--- src/hw/flpc_defs.vh ---
// Register map, field positions, reset values and timing for the FIFO level and power block.
`ifndef FLPC_DEFS_VH
`define FLPC_DEFS_VH

`define FLPC_OFF_RX_DISCARD   8'h78
`define FLPC_OFF_RX_OCC       8'h7c
`define FLPC_OFF_TX_SPACE     8'h80
`define FLPC_OFF_PWR_CTRL     8'h84
`define FLPC_OFF_BYTE_TEST    8'h64

`define FLPC_BIT_FRAME_SKIP   31
`define FLPC_BIT_XCVR_RST     10
`define FLPC_BIT_READY        0
`define FLPC_PS_HI            13
`define FLPC_PS_LO            12

`define FLPC_PS_NORMAL        2'h0
`define FLPC_PS_WAKE_FRAME    2'h1
`define FLPC_PS_ENERGY        2'h2
`define FLPC_PS_RESERVED      2'h3

`define FLPC_TX_FREE_RESET    16'h1200
`define FLPC_RX_USED_RESET    16'h0000
`define FLPC_STAT_USED_RESET  8'h00

`define FLPC_XCVR_RST_US      100
`define FLPC_CLK_MHZ          20
`define FLPC_WAKE_CYCLES      16

`endif

--- src/hw/flpc_rd_reg.v ---
// Registered read-data holder for the host read port.
`timescale 1ns/1ps
`default_nettype none

module flpc_rd_reg #(
	parameter W = 32
) (
	// Clock and reset
	input  wire         ref_clk,
	input  wire         arst_n,
	// Load side
	input  wire         load,
	input  wire [W-1:0] din,
	// Held value
	output reg  [W-1:0] dout
);

	// Captures the selected word on a read so the bus sees a flop output.
	always @(posedge ref_clk or negedge arst_n) begin
		if (!arst_n) begin
			dout <= {W{1'b0}};
		end else if (load) begin
			dout <= din;
		end
	end

endmodule // flpc_rd_reg

`default_nettype wire

--- src/hw/flpc_regs.v ---
// FIFO level reporting, frame skip, power state and transceiver reset registers.
`timescale 1ns/1ps
`default_nettype none
`include "flpc_defs.vh"

module flpc_regs #(
	parameter AW         = 8,
	parameter RST_CYCLES = `FLPC_XCVR_RST_US * `FLPC_CLK_MHZ,
	parameter WAKE_CYC   = `FLPC_WAKE_CYCLES
) (
	// Clock and reset
	input  wire          ref_clk,
	input  wire          arst_n,
	// Host register port
	input  wire [AW-1:0] host_addr,
	input  wire          host_wr,
	input  wire          host_rd,
	input  wire [31:0]   host_wdata,
	output wire [31:0]   host_rdata,
	// Receive FIFO side
	input  wire          rx_skip_done,
	input  wire [7:0]    rx_status_words_used,
	input  wire [15:0]   rx_data_bytes_used,
	// Transmit FIFO side
	input  wire [7:0]    tx_status_words_used,
	input  wire [15:0]   tx_data_bytes_free,
	// Core controls
	output reg           rx_frame_skip_req,
	output reg  [1:0]    power_state_sel,
	output reg           transceiver_reset,
	output reg           dev_ready
);

	////////////////////////////////////////////////////////////////////////
	// Local declarations.

	localparam CW = 20;
	localparam [CW-1:0] RST_LOAD  = RST_CYCLES;
	localparam [CW-1:0] WAKE_LOAD = WAKE_CYC;

	reg          frame_skip_r;
	reg  [1:0]   pstate_r;
	reg          xrst_r;
	reg  [CW-1:0] xrst_cnt_r;
	reg  [CW-1:0] wake_cnt_r;
	reg          awake_r;
	reg          unlocked_r;
	reg  [7:0]   rx_sw_r;
	reg  [15:0]  rx_db_r;
	reg  [7:0]   tx_sw_r;
	reg  [15:0]  tx_df_r;
	reg  [31:0]  rd_mux;
	wire         wr_ok;
	wire         wr_disc;
	wire         wr_pwr;
	wire         wr_test;

	////////////////////////////////////////////////////////////////////////
	// Write decode.

	// Discard and power writes count only after a first read and while awake; test-register writes always count.
	assign wr_ok   = host_wr & unlocked_r;
	assign wr_disc = wr_ok & awake_r & (host_addr == `FLPC_OFF_RX_DISCARD);
	assign wr_pwr  = wr_ok & awake_r & (host_addr == `FLPC_OFF_PWR_CTRL);
	assign wr_test = host_wr & (host_addr == `FLPC_OFF_BYTE_TEST);

	////////////////////////////////////////////////////////////////////////
	// Read-before-write lock.

	// Any read unlocks; entering sleep relocks so the host must read after waking.
	always @(posedge ref_clk or negedge arst_n) begin
		if (!arst_n) begin
			unlocked_r <= 1'b0;
		end else if (host_rd) begin
			unlocked_r <= 1'b1;
		end else if (!awake_r) begin
			unlocked_r <= 1'b0;
		end
	end

	////////////////////////////////////////////////////////////////////////
	// Frame skip control.

	// Set by a write of one, held until the receive path reports the skip complete.
	always @(posedge ref_clk or negedge arst_n) begin
		if (!arst_n) begin
			frame_skip_r <= 1'b0;
		end else if (wr_disc & host_wdata[`FLPC_BIT_FRAME_SKIP]) begin
			frame_skip_r <= 1'b1;
		end else if (rx_skip_done) begin
			frame_skip_r <= 1'b0;
		end
	end

	////////////////////////////////////////////////////////////////////////
	// Power state and wake.

	// Entering a reduced state drops ready; a test-register write starts a wake count.
	always @(posedge ref_clk or negedge arst_n) begin
		if (!arst_n) begin
			pstate_r   <= `FLPC_PS_NORMAL;
			awake_r    <= 1'b0;
			wake_cnt_r <= WAKE_LOAD;
		end else if (wr_pwr && (host_wdata[`FLPC_PS_HI:`FLPC_PS_LO] == `FLPC_PS_WAKE_FRAME ||
				host_wdata[`FLPC_PS_HI:`FLPC_PS_LO] == `FLPC_PS_ENERGY)) begin
			pstate_r   <= host_wdata[`FLPC_PS_HI:`FLPC_PS_LO];
			awake_r    <= 1'b0;
			wake_cnt_r <= {CW{1'b0}};
		end else if (!awake_r) begin
			if (wake_cnt_r != {CW{1'b0}}) begin
				wake_cnt_r <= wake_cnt_r - {{(CW-1){1'b0}}, 1'b1};
				if (wake_cnt_r == {{(CW-1){1'b0}}, 1'b1}) begin
					awake_r  <= 1'b1;
					pstate_r <= `FLPC_PS_NORMAL;
				end
			end else if (wr_test && pstate_r != `FLPC_PS_NORMAL) begin
				wake_cnt_r <= WAKE_LOAD;
			end
		end
	end

	////////////////////////////////////////////////////////////////////////
	// Transceiver reset timer.

	// Writes to the bit are ignored while the reset is already running.
	always @(posedge ref_clk or negedge arst_n) begin
		if (!arst_n) begin
			xrst_r     <= 1'b0;
			xrst_cnt_r <= {CW{1'b0}};
		end else if (xrst_r) begin
			if (xrst_cnt_r == {{(CW-1){1'b0}}, 1'b1}) begin
				xrst_r <= 1'b0;
			end
			xrst_cnt_r <= xrst_cnt_r - {{(CW-1){1'b0}}, 1'b1};
		end else if (wr_pwr & host_wdata[`FLPC_BIT_XCVR_RST]) begin
			xrst_r     <= 1'b1;
			xrst_cnt_r <= RST_LOAD;
		end
	end

	////////////////////////////////////////////////////////////////////////
	// FIFO level sampling.

	// Levels from the FIFO logic are registered once before they are shown.
	always @(posedge ref_clk or negedge arst_n) begin
		if (!arst_n) begin
			rx_sw_r <= `FLPC_STAT_USED_RESET;
			rx_db_r <= `FLPC_RX_USED_RESET;
			tx_sw_r <= `FLPC_STAT_USED_RESET;
			tx_df_r <= `FLPC_TX_FREE_RESET;
		end else begin
			rx_sw_r <= rx_status_words_used;
			rx_db_r <= rx_data_bytes_used;
			tx_sw_r <= tx_status_words_used;
			tx_df_r <= tx_data_bytes_free;
		end
	end

	////////////////////////////////////////////////////////////////////////
	// Read multiplexer.

	// Reserved and unmapped bits read zero; power control answers even when asleep.
	always @* begin
		rd_mux = 32'h0;
		case (host_addr)
			`FLPC_OFF_RX_DISCARD: begin
				rd_mux[`FLPC_BIT_FRAME_SKIP] = frame_skip_r;
			end
			`FLPC_OFF_RX_OCC: begin
				rd_mux[23:16] = rx_sw_r;
				rd_mux[15:0]  = rx_db_r;
			end
			`FLPC_OFF_TX_SPACE: begin
				rd_mux[23:16] = tx_sw_r;
				rd_mux[15:0]  = tx_df_r;
			end
			`FLPC_OFF_PWR_CTRL: begin
				rd_mux[`FLPC_PS_HI:`FLPC_PS_LO] = pstate_r;
				rd_mux[`FLPC_BIT_XCVR_RST]      = xrst_r;
				rd_mux[`FLPC_BIT_READY]         = awake_r;
			end
			default: begin
				rd_mux = 32'h0;
			end
		endcase
	end

	// Read data is held in a register and appears the cycle after the read strobe.
	flpc_rd_reg #(
		.W (32)
	) u_rd (
		.ref_clk (ref_clk),
		.arst_n  (arst_n),
		.load    (host_rd),
		.din     (rd_mux),
		.dout    (host_rdata)
	);

	////////////////////////////////////////////////////////////////////////
	// Control outputs.

	// Registered copies drive the core so every output comes from a flop.
	always @(posedge ref_clk or negedge arst_n) begin
		if (!arst_n) begin
			rx_frame_skip_req <= 1'b0;
			power_state_sel   <= `FLPC_PS_NORMAL;
			transceiver_reset <= 1'b0;
			dev_ready         <= 1'b0;
		end else begin
			rx_frame_skip_req <= frame_skip_r;
			power_state_sel   <= pstate_r;
			transceiver_reset <= xrst_r;
			dev_ready         <= awake_r;
		end
	end

endmodule // flpc_regs

`default_nettype wire

--- config.mk ---
export PLATFORM = sky130hd
export DESIGN_NAME = flpc_regs
export DESIGN_NICKNAME = d
export VERILOG_FILES = /design/src/hw/flpc_rd_reg.v /design/src/hw/flpc_regs.v
export VERILOG_INCLUDE_DIRS = /design/src /design/src/hw
export SDC_FILE = /design/constraint.sdc
export NUM_CORES = 1
export LEC_CHECK = 0
export BUFFER_PORTS_ARGS = -buffer_cell sky130_fd_sc_hd__buf_4
export CORE_UTILIZATION = 29
export CTS_BUF_LIST = sky130_fd_sc_hd__clkbuf_4
export CTS_CLUSTER_SIZE = 12
export DETAILED_ROUTE_END_ITERATION = 8
export HOLD_SLACK_MARGIN = 0.02
export PLACE_DENSITY = 0.51
export SLEW_MARGIN = 25
export SYNTH_ARGS = -nofsm -noshare
export SYNTH_HDL_FRONTEND = slang
export SYNTH_SLANG_ARGS = --single-unit
--- constraint.sdc ---
create_clock -name ref_clk -period 4.05 [get_ports ref_clk]
set_input_delay 0.81 -clock ref_clk [delete_from_list [all_inputs] [get_ports ref_clk]]
set_output_delay 0.81 -clock ref_clk [all_outputs]
set_load 0.02 [all_outputs]
# Word level (Yosys, flattened, before mapping)
# Index checks and enable logic that the tools add are counted.
[classes]
addsub = 2
eq_ne = 11
mux = 28
bitwise_logic = 7
n_reduce_logical = 12
[op_table]
columns = ["operator", "count"]
rows = [
  ["$mux 20", 6],
  ["$eq 20x1->1 const B", 2],
  ["$sub 20x1->20 const B", 2],
  ["$eq 8x7->1 const B", 3],
  ["$pmux 10 s2", 1],
  ["$reduce_bool 20->1", 1],
  ["$pmux 9 s2", 1],
  ["$eq 8x8->1 const B", 2],
  ["$mux 1", 12],
  ["$reduce_bool 2->1", 5],
  ["$mux 2", 4],
  ["$and 1x1->1", 7],
  ["$pmux 1 s3", 2],
  ["$pmux 2 s3", 1],
  ["$reduce_and 3->1", 1],
  ["$reduce_bool 3->1", 1],
  ["$eq 2x1->1 const B", 1],
  ["$eq 2x2->1 const B", 1],
  ["$logic_and 1x1->1", 2],
  ["$ne 2x1->1 const B", 1],
  ["$ne 2x2->1 const B", 1],
  ["$pmux 1 s2", 1],
  ["$reduce_and 2->1", 1],
  ["$logic_or 1x1->1", 1],
]
[totals]
register_bits = 124
input_bits = 93
elab_cells = 76

# Longest topological paths before layout
# Gate-level depths: netlist of run 1.
[logic_depth]
word_depth = 7
mapped_depth = 8
depth_no_buf = 7

# Cells and area by module
# Synthesis of run 1 repeated with hierarchy kept, for this count alone.
[unflattened]
hier_cells = 429
hier_area_um2 = 5614.1
[by_module_without_submodules]
columns = ["mod", "instances", "cells_per_inst", "area_each_um2"]
rows = [
  ["flpc_regs", 1, 361, 4269.1],
  ["flpc_rd_reg", 1, 68, 1345.0],
]

# Worst setup path before layout of run 1
# OpenSTA, ideal clock, no wires.
[synth_timing]
path_type = "input to register"
start = "input port host_addr[1]"
end = "register wake_cnt_r[13]"
arrival_time_ps = 2507
setup_slack_ps = 1419
path_stages = 6
path_buffers = 1
cell_sequence = "or3b_4 -> or4b_4 -> o21a_4 -> and2_4 -> buf_6 -> a211o_1"
[synth_between]
elab_chain_cells = 5
word_cells_on_any_way = 10
classes_between = "eq/ne: 3; mux: 1; bitwise: 2; reduce/logical: 4"
[synth_lines]
columns = ["element", "line", "rtl"]
rows = [
  ["start, declared", "flpc_regs.v:15", "input wire [AW-1:0] host_addr,"],
  ["$eq 8x8->1 / $eq 8x7->1 (equally long branches)", "n/a", ""],
  ["$and 1x1->1 (on tied branches)", "flpc_regs.v:64, flpc_regs.v:65", ""],
  ["$logic_and 1x1->1 (on tied branches)", "n/a", ""],
  ["$ne 2x1->1 (no line) / $reduce_bool 3->1 (equally long branches)", "n/a", ""],
  ["$reduce_and 2->1 (no line)", "n/a", ""],
  ["end signal, assigned", "flpc_regs.v:108", "wake_cnt_r <= {CW{1'b0}};"],
  ["end signal, assigned", "flpc_regs.v:111", "wake_cnt_r <= wake_cnt_r - {{(CW-1){1'b0}}, 1'b1};"],
  ["end, declared", "flpc_regs.v:45", "reg [CW-1:0] wake_cnt_r;"],
]
# Parallel ways exist; a longest one is shown, timed or not.
# A chain may end at the register's enable or synchronous reset.

# Final worst setup path of run 1
[layout_timing]
start = "register wake_cnt_r[2]"
end = "register wake_cnt_r[19]"
[layout_between]
elab_chain_cells = 4
word_cells_on_any_way = 7
classes_between = "add/sub: 1; mux: 3; reduce/logical: 3"
[layout_lines]
columns = ["element", "line", "rtl"]
rows = [
  ["$sub 20x1->20 / $reduce_bool 20->1 (equally long branches)", "flpc_regs.v:111, flpc_regs.v:110", ""],
  ["$mux 20", "flpc_regs.v:110", "if (wake_cnt_r != {CW{1'b0}}) begin"],
  ["$mux 20", "flpc_regs.v:109", "end else if (!awake_r) begin"],
  ["$mux 20", "flpc_regs.v:104", "end else if (wr_pwr && (host_wdata[`FLPC_PS_HI:`FLPC_PS_LO] == `FLPC_PS_WAKE_FRAME ||"],
]
# Parallel ways exist; a longest one is shown, timed or not. The select of a mux whose other input is x is not followed.

==> impl_results.md, run 1 <==
* Xor/xnor share of the synthesized area at 0.00173
* Sequential area share after synthesis at 0.615
* Global route overflow at 0
* Core ar. at around 17000 um^2
* Mux cell area share after synthesis at 0.00198
* Final Hold Vio Count at 0
* Mapped Avg Cell Area at about 11 um^2
* DRT iter0 DRCs at 228
* Fin crit period at 2.70 ns
* Final Setup Violations at 0
* Slowest CP cell: nor4_1
* Vias in the first global route at 3850
* Die H at 134 um
* Sw Share at 0.239
* Max Slew Vio Count at 0
* Slew @ Worst Pin at 0.926 ns
* CTS tree: yes
* CP startpoint kind: register
* Lkg Pwr at 0.00280 uW
* IO Port Bufs at 94
* Post-route setup TNS at 0 ns
* WS Path Type: register to register
* GP Congestion at 0.793
* Antenna violations before repair at 0
* Post-Synth Adder-Cell Area at 0.0124
* TritonCTS Buffers at 17
* Max_cap viols at 0
* Pwr/cell area at 369 nW/um^2
* Die W at between 100 and 150 um
* DRT Wirelength at around 12000 um
* Starting Density at 0.301
* DR WL/cell at 14.9 um
* IO Count at 130
* Cell type with the largest total area after synthesis: dfrtp_1
* Global-route wire length before repair at 19600 um
* Maximum vdd drop at ~180 uV
* Initial DRT Pass Iterations at 4
* Post-Layout Inst Area at 6260 um^2
* ANT nets after route at 0
* Leading cell types by count after synthesis: dfrtp_1, nor2_1, a21oi_1, o21ai_0, a22oi_1
* Synth warn at 0
* Worst EP arrival at 3.11 ns
* Number of post-CTS setup repair buffers at 0
* Largest family of logic cells by synthesized area: compound AO/OA/AOI/OAI gates
* Ranking of synthesized cells by area: dfrtp_1, a21oi_1, a22oi_1, nor2_1, o21ai_0
* Post-cts sizing count at 0
* Remaining DRCs at 0
* Crit. End Element: register
* FF-to-FF path depth at 5
* Compound-cell area share of the yosys netlist at 0.167
* P_int at 1760 uW
* Fin util at 0.372
* Share of layout cells above drive strength 1 at 0.267
* Cell count after synthesis at 450
* Max-slew headroom at 0.377
* Crit path max fanout at 8
* # fillers at 1700
* Synth top area share at 0.599
* Ant. Diodes at 0
* RSZ-0062 raised after global routing: false
* DR vias at 3815
* Via-per-instance ratio at 4.88
* Die footprint at 18000 um^2
* Max frequency at 0.371 GHz
* Yosys reg bits at 124
* Clock share of power at 0.376
* Fin crit share at 0.666
* Post-synth EDFFs at 0
* Total GRT Usage at 0.140
* Top-count cell post-synth: dfrtp_1
* Min-delay worst type: primary input to asynchronous set/reset pin
* Psw at 551 uW
* CTS Hold Bufs at 0
* Number of core rows at 47
* CTS sink cnt at between 100 and 150
* H-tree lvl count at 4
* Root buf cell: clkbuf_4
* Final Skew at roughly 0.013 ns
* Pin count of the biggest net entering global routing at 64
* Clk pin slew, worst setup/hold paths at 0.11 ns
* Post-synth ARST share at 1.00
* # nets final at 648
* Dominant synthesized flop cell: dfrtp_1
* Post-Synth Simple-Gate Area at 0.165
* Synth cell types at 62
* Seq pwr share at 0.559
* CP required at 4.46 ns
* Synth Cell Area at 5050 um^2
* CP Cell Sequence: nor4_1 > nand3_1 > or3_1 > and3_1 > a211o_2
* Max Buffers Root-to-Sink at 2
* CP max stage delay at 0.82 ns
* Post-DP Area at 5980 um^2
* Comb pwr share at 0.065
* HPWL after DPL at a little over 8000 um
* Area Overhead vs Synth at 23.8%
* Status: finished, final reports clean
* Clk Latency, worst-skew pair at 0.52 ns
==> metal layers <==
metal | global-route usage | up-vias | part of all wire
met5 | 0 | - | 0
met3 | 0.0624 | 12 | 0.088
li1 | - | 1858 | -
met1 | 0.177 | 1821 | 0.45
met4 | 0.0506 | 0 | 0.012
met2 | 0.212 | 124 | 0.45
==> stage by stage <==
stage          cells  total power [uW]  hold slack [ns]  worst slack, ns
4_1_cts          781              2350            0.326             1.36
5_1_grt          781              2420            0.311             1.22
2_1_floorplan    456              1370            0.361             1.42
3_3_place_gp     751              1470            0.382             1.25
6_report         781              2310            0.369             1.35
3_5_place_dp     751              1470            0.393             1.23
==> logic make-up (layout without fill, tap and decap cells) <==
| family | after synthesis | after routing |
|---|---|---|
| adder cells (fa/ha/maj) | 5 | 5 |
| other | 1 | 7 |
| buffers and inverters | 39 | 144 |
| XOR/XNOR | 1 | 1 |
| flip-flops | 124 | 124 |
| AND/OR/NAND/NOR | 152 | 152 |
| multiplexers | 1 | 1 |
| AO/OA/AOI/OAI | 127 | 127 |
==> final timing paths <==
| path | start | end | slack, ns |
|---|---|---|---|
| max in group asynchronous | arst_n | tx_df_r[12]$_DFF_PN1_ | 2.82 |
| setup / recovery | wake_cnt_r[2]$_DFFE_PN0P_ | wake_cnt_r[19]$_DFFE_PN0P_ | 1.35 |
| min in group ref_clk | tx_data_bytes_free[9] | tx_df_r[9]$_DFF_PN1_ | 0.38 |
| hold reg to reg | frame_skip_r$_DFFE_PN0P_ | rx_frame_skip_req$_DFF_PN0_ | 0.41 |
| setup reg to reg | wake_cnt_r[2]$_DFFE_PN0P_ | wake_cnt_r[19]$_DFFE_PN0P_ | 1.35 |
| hold / removal | arst_n | dev_ready$_DFF_PN0_ | 0.37 |
==> worst max-delay path: cells and delay by family (launching register included) <==
kind | cells | cell delay [ns]
and+or+nand+nor | 4 | 1.87
AOI/OAI and AO/OA | 1 | 0.26
DFF | 1 | 0.47
==> final cells by class <==
cell class	count	area (um^2)	area share
Clock inverter	13	153	0.0244
Clock buffer	17	128	0.0204
Timing Repair Buffer	99	743	0.119
Tap cell	220	275	0.0440
Sequential cell	124	3110	0.497
Inverter	15	56.3	0.00900
Multi-Input combinational cell	293	1800	0.287
==> cell usage in the layout, fill, tap and decap left out, types with 4 or more instances in the layout <==
cell	netlist	final
nor2_1	40	39
nand4_1	4	4
conb_1	1	7
a222oi_1	4	4
a22oi_1	21	21
dfrtp_1	121	121
o31ai_1	7	7
o22ai_1	6	6
a21o_2	4	4
clkbuf_4	0	17
o21ai_0	23	23
buf_4	7	99
ha_1	5	5
nand2_1	19	19
nand3_1	17	17
a31oi_1	5	5
nor3_1	19	19
inv_1	15	15
or4_1	6	6
a211o_1	4	4
or3_1	8	8
a21oi_1	34	34
nor4_1	4	4
a21o_1	4	4
and3_1	8	8
==> sequential cells by signal, indices dropped and copies added (netlist names), 2 cells and up <==
signal	count
u_rd.dout	25
wake_cnt_r	20
xrst_cnt_r	20
rx_db_r	16
tx_df_r	16
rx_sw_r	8
tx_sw_r	8
power_state_sel	2
pstate_r	2
==> power groups by stage <==
stage	logic (uW)	clock network [uW]	registers [uW]
after floorplan	34.5	0	1330
after global placement	152	0	1310
after detailed placement	154	0	1320
after CTS	154	905	1290
after global routing	166	962	1300
final	150	869	1290
Power figures use the tool's default switching activity.
==> run 2, diff against run 1 <==
clock period = 2.8 ns   (was 4.05 ns; I/O delays follow)
==> impl_results.md, run 2 (synthesis gave the netlist of run 1 again) <==
* Clk pin slew, worst setup/hold paths at 0.11 ns (about the same)
* DRT Wirelength at 11700 um (+0.43%)
* CTS sink cnt at 124 (unchanged)
* Status: finished, final reports clean
* GP Congestion at 0.799 (+0.77%)
* ANT nets after route at 0 (unchanged)
* TritonCTS Buffers at 17 (unchanged)
* CP Cell Sequence: or4_1 > nor3_2 > a31oi_1 > and3_1 > a211o_1
* Worst EP arrival at 2.96 ns (-0.15 ns)
* Fin crit period at 2.55 ns (-0.146 ns)
* Pin count of the biggest net entering global routing at 60 (-6.3%)
* CP required at 3.21 ns (-1.25 ns)
* Max_cap viols at 0 (unchanged)
* DR vias at 3834 (+0.50%)
* Initial DRT Pass Iterations at 5 (+1)
* Post-DP Area at 6050 um^2 (+1.2%)
* H-tree lvl count at 4 (unchanged)
* Fin util at 0.376 (+0.00439)
* Clk Latency, worst-skew pair at 0.52 ns (about the same)
* CP startpoint kind: register
* CTS tree: yes
* Biggest register: u_rd.dout
* DR WL/cell at 14.8 um (-0.71%)
* Die H at 134 um (unchanged)
* Share of layout cells above drive strength 1 at 0.275 (+0.00806)
* WS Path Type: register to register
* Vias in the first global route at 3934 (+2.2%)
* # nets final at 655 (+1.1%)
* Final Skew at 0.0102 ns (-0.00318 ns)
* Max frequency at 0.392 GHz (+5.7%)
* Area Overhead vs Synth at 25.2%
* Crit. End Element: register
* Ant. Diodes at 0 (unchanged)
* Total GRT Usage at 0.141 (+0.00107)
* Final Hold Vio Count at 0 (unchanged)
* Starting Density at 0.301 (unchanged)
* Core ar. at 16800 um^2 (unchanged)
* Via-per-instance ratio at 4.85 (-0.65%)
* Most common cell after layout, fill and taps aside: dfrtp_1
* DRT iter0 DRCs at 202 (-11%)
* Global route overflow at 0 (unchanged)
* Min-delay worst type: primary input to register
* Pwr/cell area at 520 nW/um^2 (+41%)
* Post-route setup TNS at 0 ns (unchanged)
* Die footprint at 18000 um^2 (unchanged)
* Maximum vdd drop at 290 uV (+63%)
* CTS Hold Bufs at 1 (+1)
* Slowest CP cell: or4_1
* Number of core rows at 47 (unchanged)
* Post-Layout Inst Area at 6330 um^2 (+1.2%)
* Slew @ Worst Pin at 0.902 ns (-0.0242 ns)
* Antenna violations before repair at 0 (unchanged)
* IO Port Bufs at 94 (unchanged)
* Global-route wire length before repair at 19700 um (+0.49%)
* Die W at 134 um (unchanged)
* Max Slew Vio Count at 0 (unchanged)
* Root buf cell: clkbuf_4
* Min Hold Slack at 0.132 ns (-0.237 ns)
* Final Setup Violations at 0 (unchanged)
* Number of post-CTS setup repair buffers at 0 (unchanged)
* IO Count at 130 (unchanged)
* Most frequent cells in the layout: dfrtp_1, buf_4, nor2_1
* HPWL after DPL at 8190 um (+1.3%)
* CP max stage delay at 0.56 ns (-0.26 ns)
* Fin crit share at 0.911 (+0.245)
* Remaining DRCs at 0 (unchanged)
* Crit path max fanout at 10 (+2)
* Max reg flops at 25 (unchanged)
* Biggest regs: u_rd.dout (25), wake_cnt_r (20), xrst_cnt_r (20)
* Max-slew headroom at 0.396 (+0.0190)
* Post-cts sizing count at 0 (unchanged)
* Lkg Pwr at 0.00284 uW (+1.3%)
* Max Buffers Root-to-Sink at 2 (unchanged)
* RSZ-0062 raised after global routing: false
==> run 2: cell count changes in the layout (fill, tap and decap cells not counted) <==
cell	before	now
clkinvlp_4	3	4
buf_12	0	2
clkinv_2	3	1
buf_4	99	103
clkbuf_4	17	20
clkinv_1	2	3
dlygate4sd3_1	0	1
bufinv_16	3	2
==> run 2: area by class of cell <==
class | instances | area, um^2
clock buffer | 20 | 150
inverter | 15 | 56.3
tap | 220 | 275
sequential | 124 | 3110
clock inverter | 12 | 124
timing repair buffer | 106 | 823
fill | 1718 | 10500
multi-input combinational | 293 | 1800
==> run 2: worst max-delay path, delay by kind of cell (launching register included) <==
family,cells,cell delay (ns)
simple gates,3,1.28
compound gates,2,0.70
flops,1,0.47
==> run 2: per-stage QoR <==
stage               total power, uW  instances  setup WS [ns]
global placement               2120        757          0.247
finish                         3290        790          0.248
global route                   3460        790          0.116
CTS                            3350        790          0.251
floorplan                      1970        456          0.419
detailed placement             2130        757          0.227
==> run 2: path summary, 6_finish.rpt <==
kind	start	end	slack [ns]	cells past startpoint
worst max-delay path	wake_cnt_r[16]$_DFFE_PN0P_	wake_cnt_r[18]$_DFFE_PN0P_	0.25	5
worst min-delay path	tx_data_bytes_free[9]	tx_df_r[9]$_DFF_PN1_	0.13	1
max in group asynchronous	arst_n	wake_cnt_r[4]$_DFFE_PN1P_	1.45	3
worst min register to register	frame_skip_r$_DFFE_PN0P_	rx_frame_skip_req$_DFF_PN0_	0.41	0
worst max register to register	wake_cnt_r[16]$_DFFE_PN0P_	wake_cnt_r[18]$_DFFE_PN0P_	0.25	5
min in group asynchronous	arst_n	u_rd.dout[9]$_DFFE_PN0P_	0.62	2
==> run 2: per-layer routing <==
metal  global-route usage  wire (um)  vias up  part of all wire
met5                    0          0        -                 0
met3               0.0680       1070       13             0.092
li1                     -          -     1871                 -
met2                0.214       5220      115              0.45
met4               0.0487        144        0             0.012
met1                0.176       5250     1835              0.45
==> run 2: power by group <==
group	internal (uW)	leakage [uW]	switching, uW
sequential	1850	0.00148	22.1
combinational	101	0.00122	121
clock	550	0.000138	653
==> run 3, diff against run 2 <==
GPL_TIMING_DRIVEN = 0   (was unset)
==> impl_results.md, run 3 (synthesis gave the netlist of run 1 again) <==
* Status: finished, final reports clean
* Clk pin slew, worst setup/hold paths at 0.12 ns (about the same)
* Most frequent cells in the layout: dfrtp_1, buf_4, nor2_1
* Register area at 3110 um^2 (unchanged)
* IO Port Bufs at 93 (-1.1%)
* Global-route wire length before repair at 20200 um (+2.8%)
* Pwr/cell area at 523 nW/um^2 (+0.49%)
* CP Cell Sequence: or4_1 > nor3_2 > a31oi_1 > and3_1 > a211o_2
* Worst EP arrival at 3.04 ns (+0.08 ns)
* Clk Latency, worst-skew pair at 0.52 ns (about the same)
* Share of layout cells above drive strength 1 at 0.273 (-0.00271)
* Die H at 134 um (unchanged)
* CP startpoint kind: register
* CTS sink cnt at 124 (unchanged)
* Antenna violations before repair at 0 (unchanged)
* Max_cap viols at 0 (unchanged)
* Number of core rows at 47 (unchanged)
* Kind of cell adding the most delay to the critical path: simple AND/OR/NAND/NOR gates
* Routed wl met2 at 5450 um (+4.3%)
* GP Congestion at 0.799 (about the same)
* Slew @ Worst Pin at 1.00 ns (+0.102 ns)
* Multi-input gate area in the final layout at 1790 um^2 (-0.21%)
* Post-route setup TNS at 0 ns (unchanged)
* TritonCTS Buffers at 17 (unchanged)
* Fin crit share at 0.936 (+0.0251)
* RSZ-0062 raised after global routing: false
* Biggest regs: u_rd.dout (25), wake_cnt_r (20), xrst_cnt_r (20)
* Max Slew Vio Count at 0 (unchanged)
* Slowest CP cell: or4_1
* Max Buffers Root-to-Sink at 2 (unchanged)
* # fillers at 1738 (+1.2%)
* WS Path Type: register to register
* Starting Density at 0.301 (unchanged)
* Vias in the first global route at 4062 (+3.3%)
* Die W at 134 um (unchanged)
* DR WL/cell at 14.9 um (+0.60%)
* Maximum vdd drop at 337 uV (+16%)
* CP max stage delay at 0.56 ns (about the same)
* Final Setup Violations at 0 (unchanged)
* Wl on met1 at 5460 um (+4.0%)
* Area Overhead vs Synth at 26.3%
* Max reg flops at 25 (unchanged)
* Core ar. at 16800 um^2 (unchanged)
* Buf/Inv on CP at 0 (unchanged)
* Placed Instances at 770 (+1.7%)
* Post-Layout Cell Count at 803 (+1.6%)
* Total GRT Usage at 0.145 (+0.00337)
* CTS tree: yes
* Die footprint at 18000 um^2 (unchanged)
* ANT nets after route at 0 (unchanged)
* Biggest register: u_rd.dout
* Min-delay worst type: primary input to register
* DR vias at 3950 (+3.0%)
* Most common cell after layout, fill and taps aside: dfrtp_1
* Max Used Layer: met4
* Final Skew at 0.0163 ns (+0.00608 ns)
* Remaining DRCs at 0 (unchanged)
* Lkg Pwr at 0.00287 uW (+0.88%)
* Fin crit period at 2.62 ns (+0.0703 ns)
* Pin count of the biggest net entering global routing at 65 (+8.3%)
* DRT iter0 DRCs at 201 (-0.50%)
* HPWL after DPL at 8590 um (+5.0%)
* H-tree lvl count at 4 (unchanged)
* Via-per-instance ratio at 4.92 (+1.4%)
* Max-slew headroom at 0.328 (-0.0680)
* IO Count at 130 (unchanged)
* Crit. End Element: register
* DRT Wirelength at 12000 um (+2.3%)
* Met3 Routed Length at 866 um (-19%)
* Crit path max fanout at 10 (unchanged)
* Final Hold Vio Count at 0 (unchanged)
* Initial DRT Pass Iterations at 4 (-1)
* Root buf cell: clkbuf_4
* # nets final at 668 (+2.0%)
* Global route overflow at 0 (unchanged)
* CP required at 3.22 ns (about the same)
* Ant. Diodes at 0 (unchanged)
* Max frequency at 0.381 GHz (-2.7%)
* Number of post-CTS setup repair buffers at 0 (unchanged)
-- run 3: changes by cell type in the layout (fill, tap and decap cells not counted), moves of 2 or more --
cell | previous run | this run
buf_12 | 2 | 0
buf_2 | 0 | 3
inv_6 | 0 | 2
buf_4 | 103 | 99
clkbuf_1 | 0 | 12
clkinv_1 | 3 | 1
clkbuf_4 | 20 | 18
-- run 3: what timing repair did --
item | in CTS | in global routing
gates resized for setup | 0 | 1
endpoints found under the hold margin | 60 | 0
hold buffers | 1 | 0
endpoints found under the setup margin | 0 | 1
-- run 3: power breakdown --
| group | switching, uW | internal (uW) | leakage [uW] |
|---|---|---|---|
| combinational | 122 | 109 | 0.00124 |
| clock | 695 | 541 | 0.000142 |
| sequential | 23.1 | 1850 | 0.00148 |
| total | 840 | 2500 | 0.00287 |
-- run 3: layout make-up --
cell class                      count  area share
Buffer                             24      0.0200
Multi-Input combinational cell    293       0.281
Timing Repair Buffer               95       0.116
Inverter                           15     0.00882
Tap cell                          220      0.0431
Clock inverter                     14      0.0231
Clock buffer                       18      0.0212
Sequential cell                   124       0.487
-- run 3: through the flow --
step | setup WS [ns] | utilization | hold slack, ns | total power [uW] | instance area, um^2
floorplan | 0.419 | - | 0.264 | 1970 | 5080
global placement | 0.0940 | 0.360 | 0.383 | 2130 | 6050
detailed placement | 0.0636 | 0.362 | 0.386 | 2140 | 6090
CTS | 0.0636 | 0.379 | 0.0712 | 3400 | 6380
global route | 0.0190 | 0.380 | 0.0606 | 3500 | 6380
finish | 0.178 | 0.380 | 0.129 | 3340 | 6380
-- run 3: final timing paths --
kind                       slack [ns]                       start                          end  cells after the start
hold / removal                   0.13     rx_status_words_used[0]         rx_sw_r[0]$_DFF_PN0_                      1
setup reg to reg                 0.18  wake_cnt_r[16]$_DFFE_PN0P_   wake_cnt_r[19]$_DFFE_PN0P_                      5
setup / recovery                 0.18  wake_cnt_r[16]$_DFFE_PN0P_   wake_cnt_r[19]$_DFFE_PN0P_                      5
min in group asynchronous        0.55                      arst_n    wake_cnt_r[3]$_DFFE_PN0P_                      2
hold reg to reg                  0.41    frame_skip_r$_DFFE_PN0P_  rx_frame_skip_req$_DFF_PN0_                      0
max in group asynchronous        1.53                      arst_n        tx_df_r[12]$_DFF_PN1_                      3
-- run 3: layer usage --
| layer | global-route usage | up-vias |
|---|---|---|
| met2 | 0.223 | 129 |
| met4 | 0.0587 | 0 |
| met3 | 0.0514 | 15 |
| li1 | - | 1896 |
| met5 | 0 | - |
| met1 | 0.186 | 1910 |
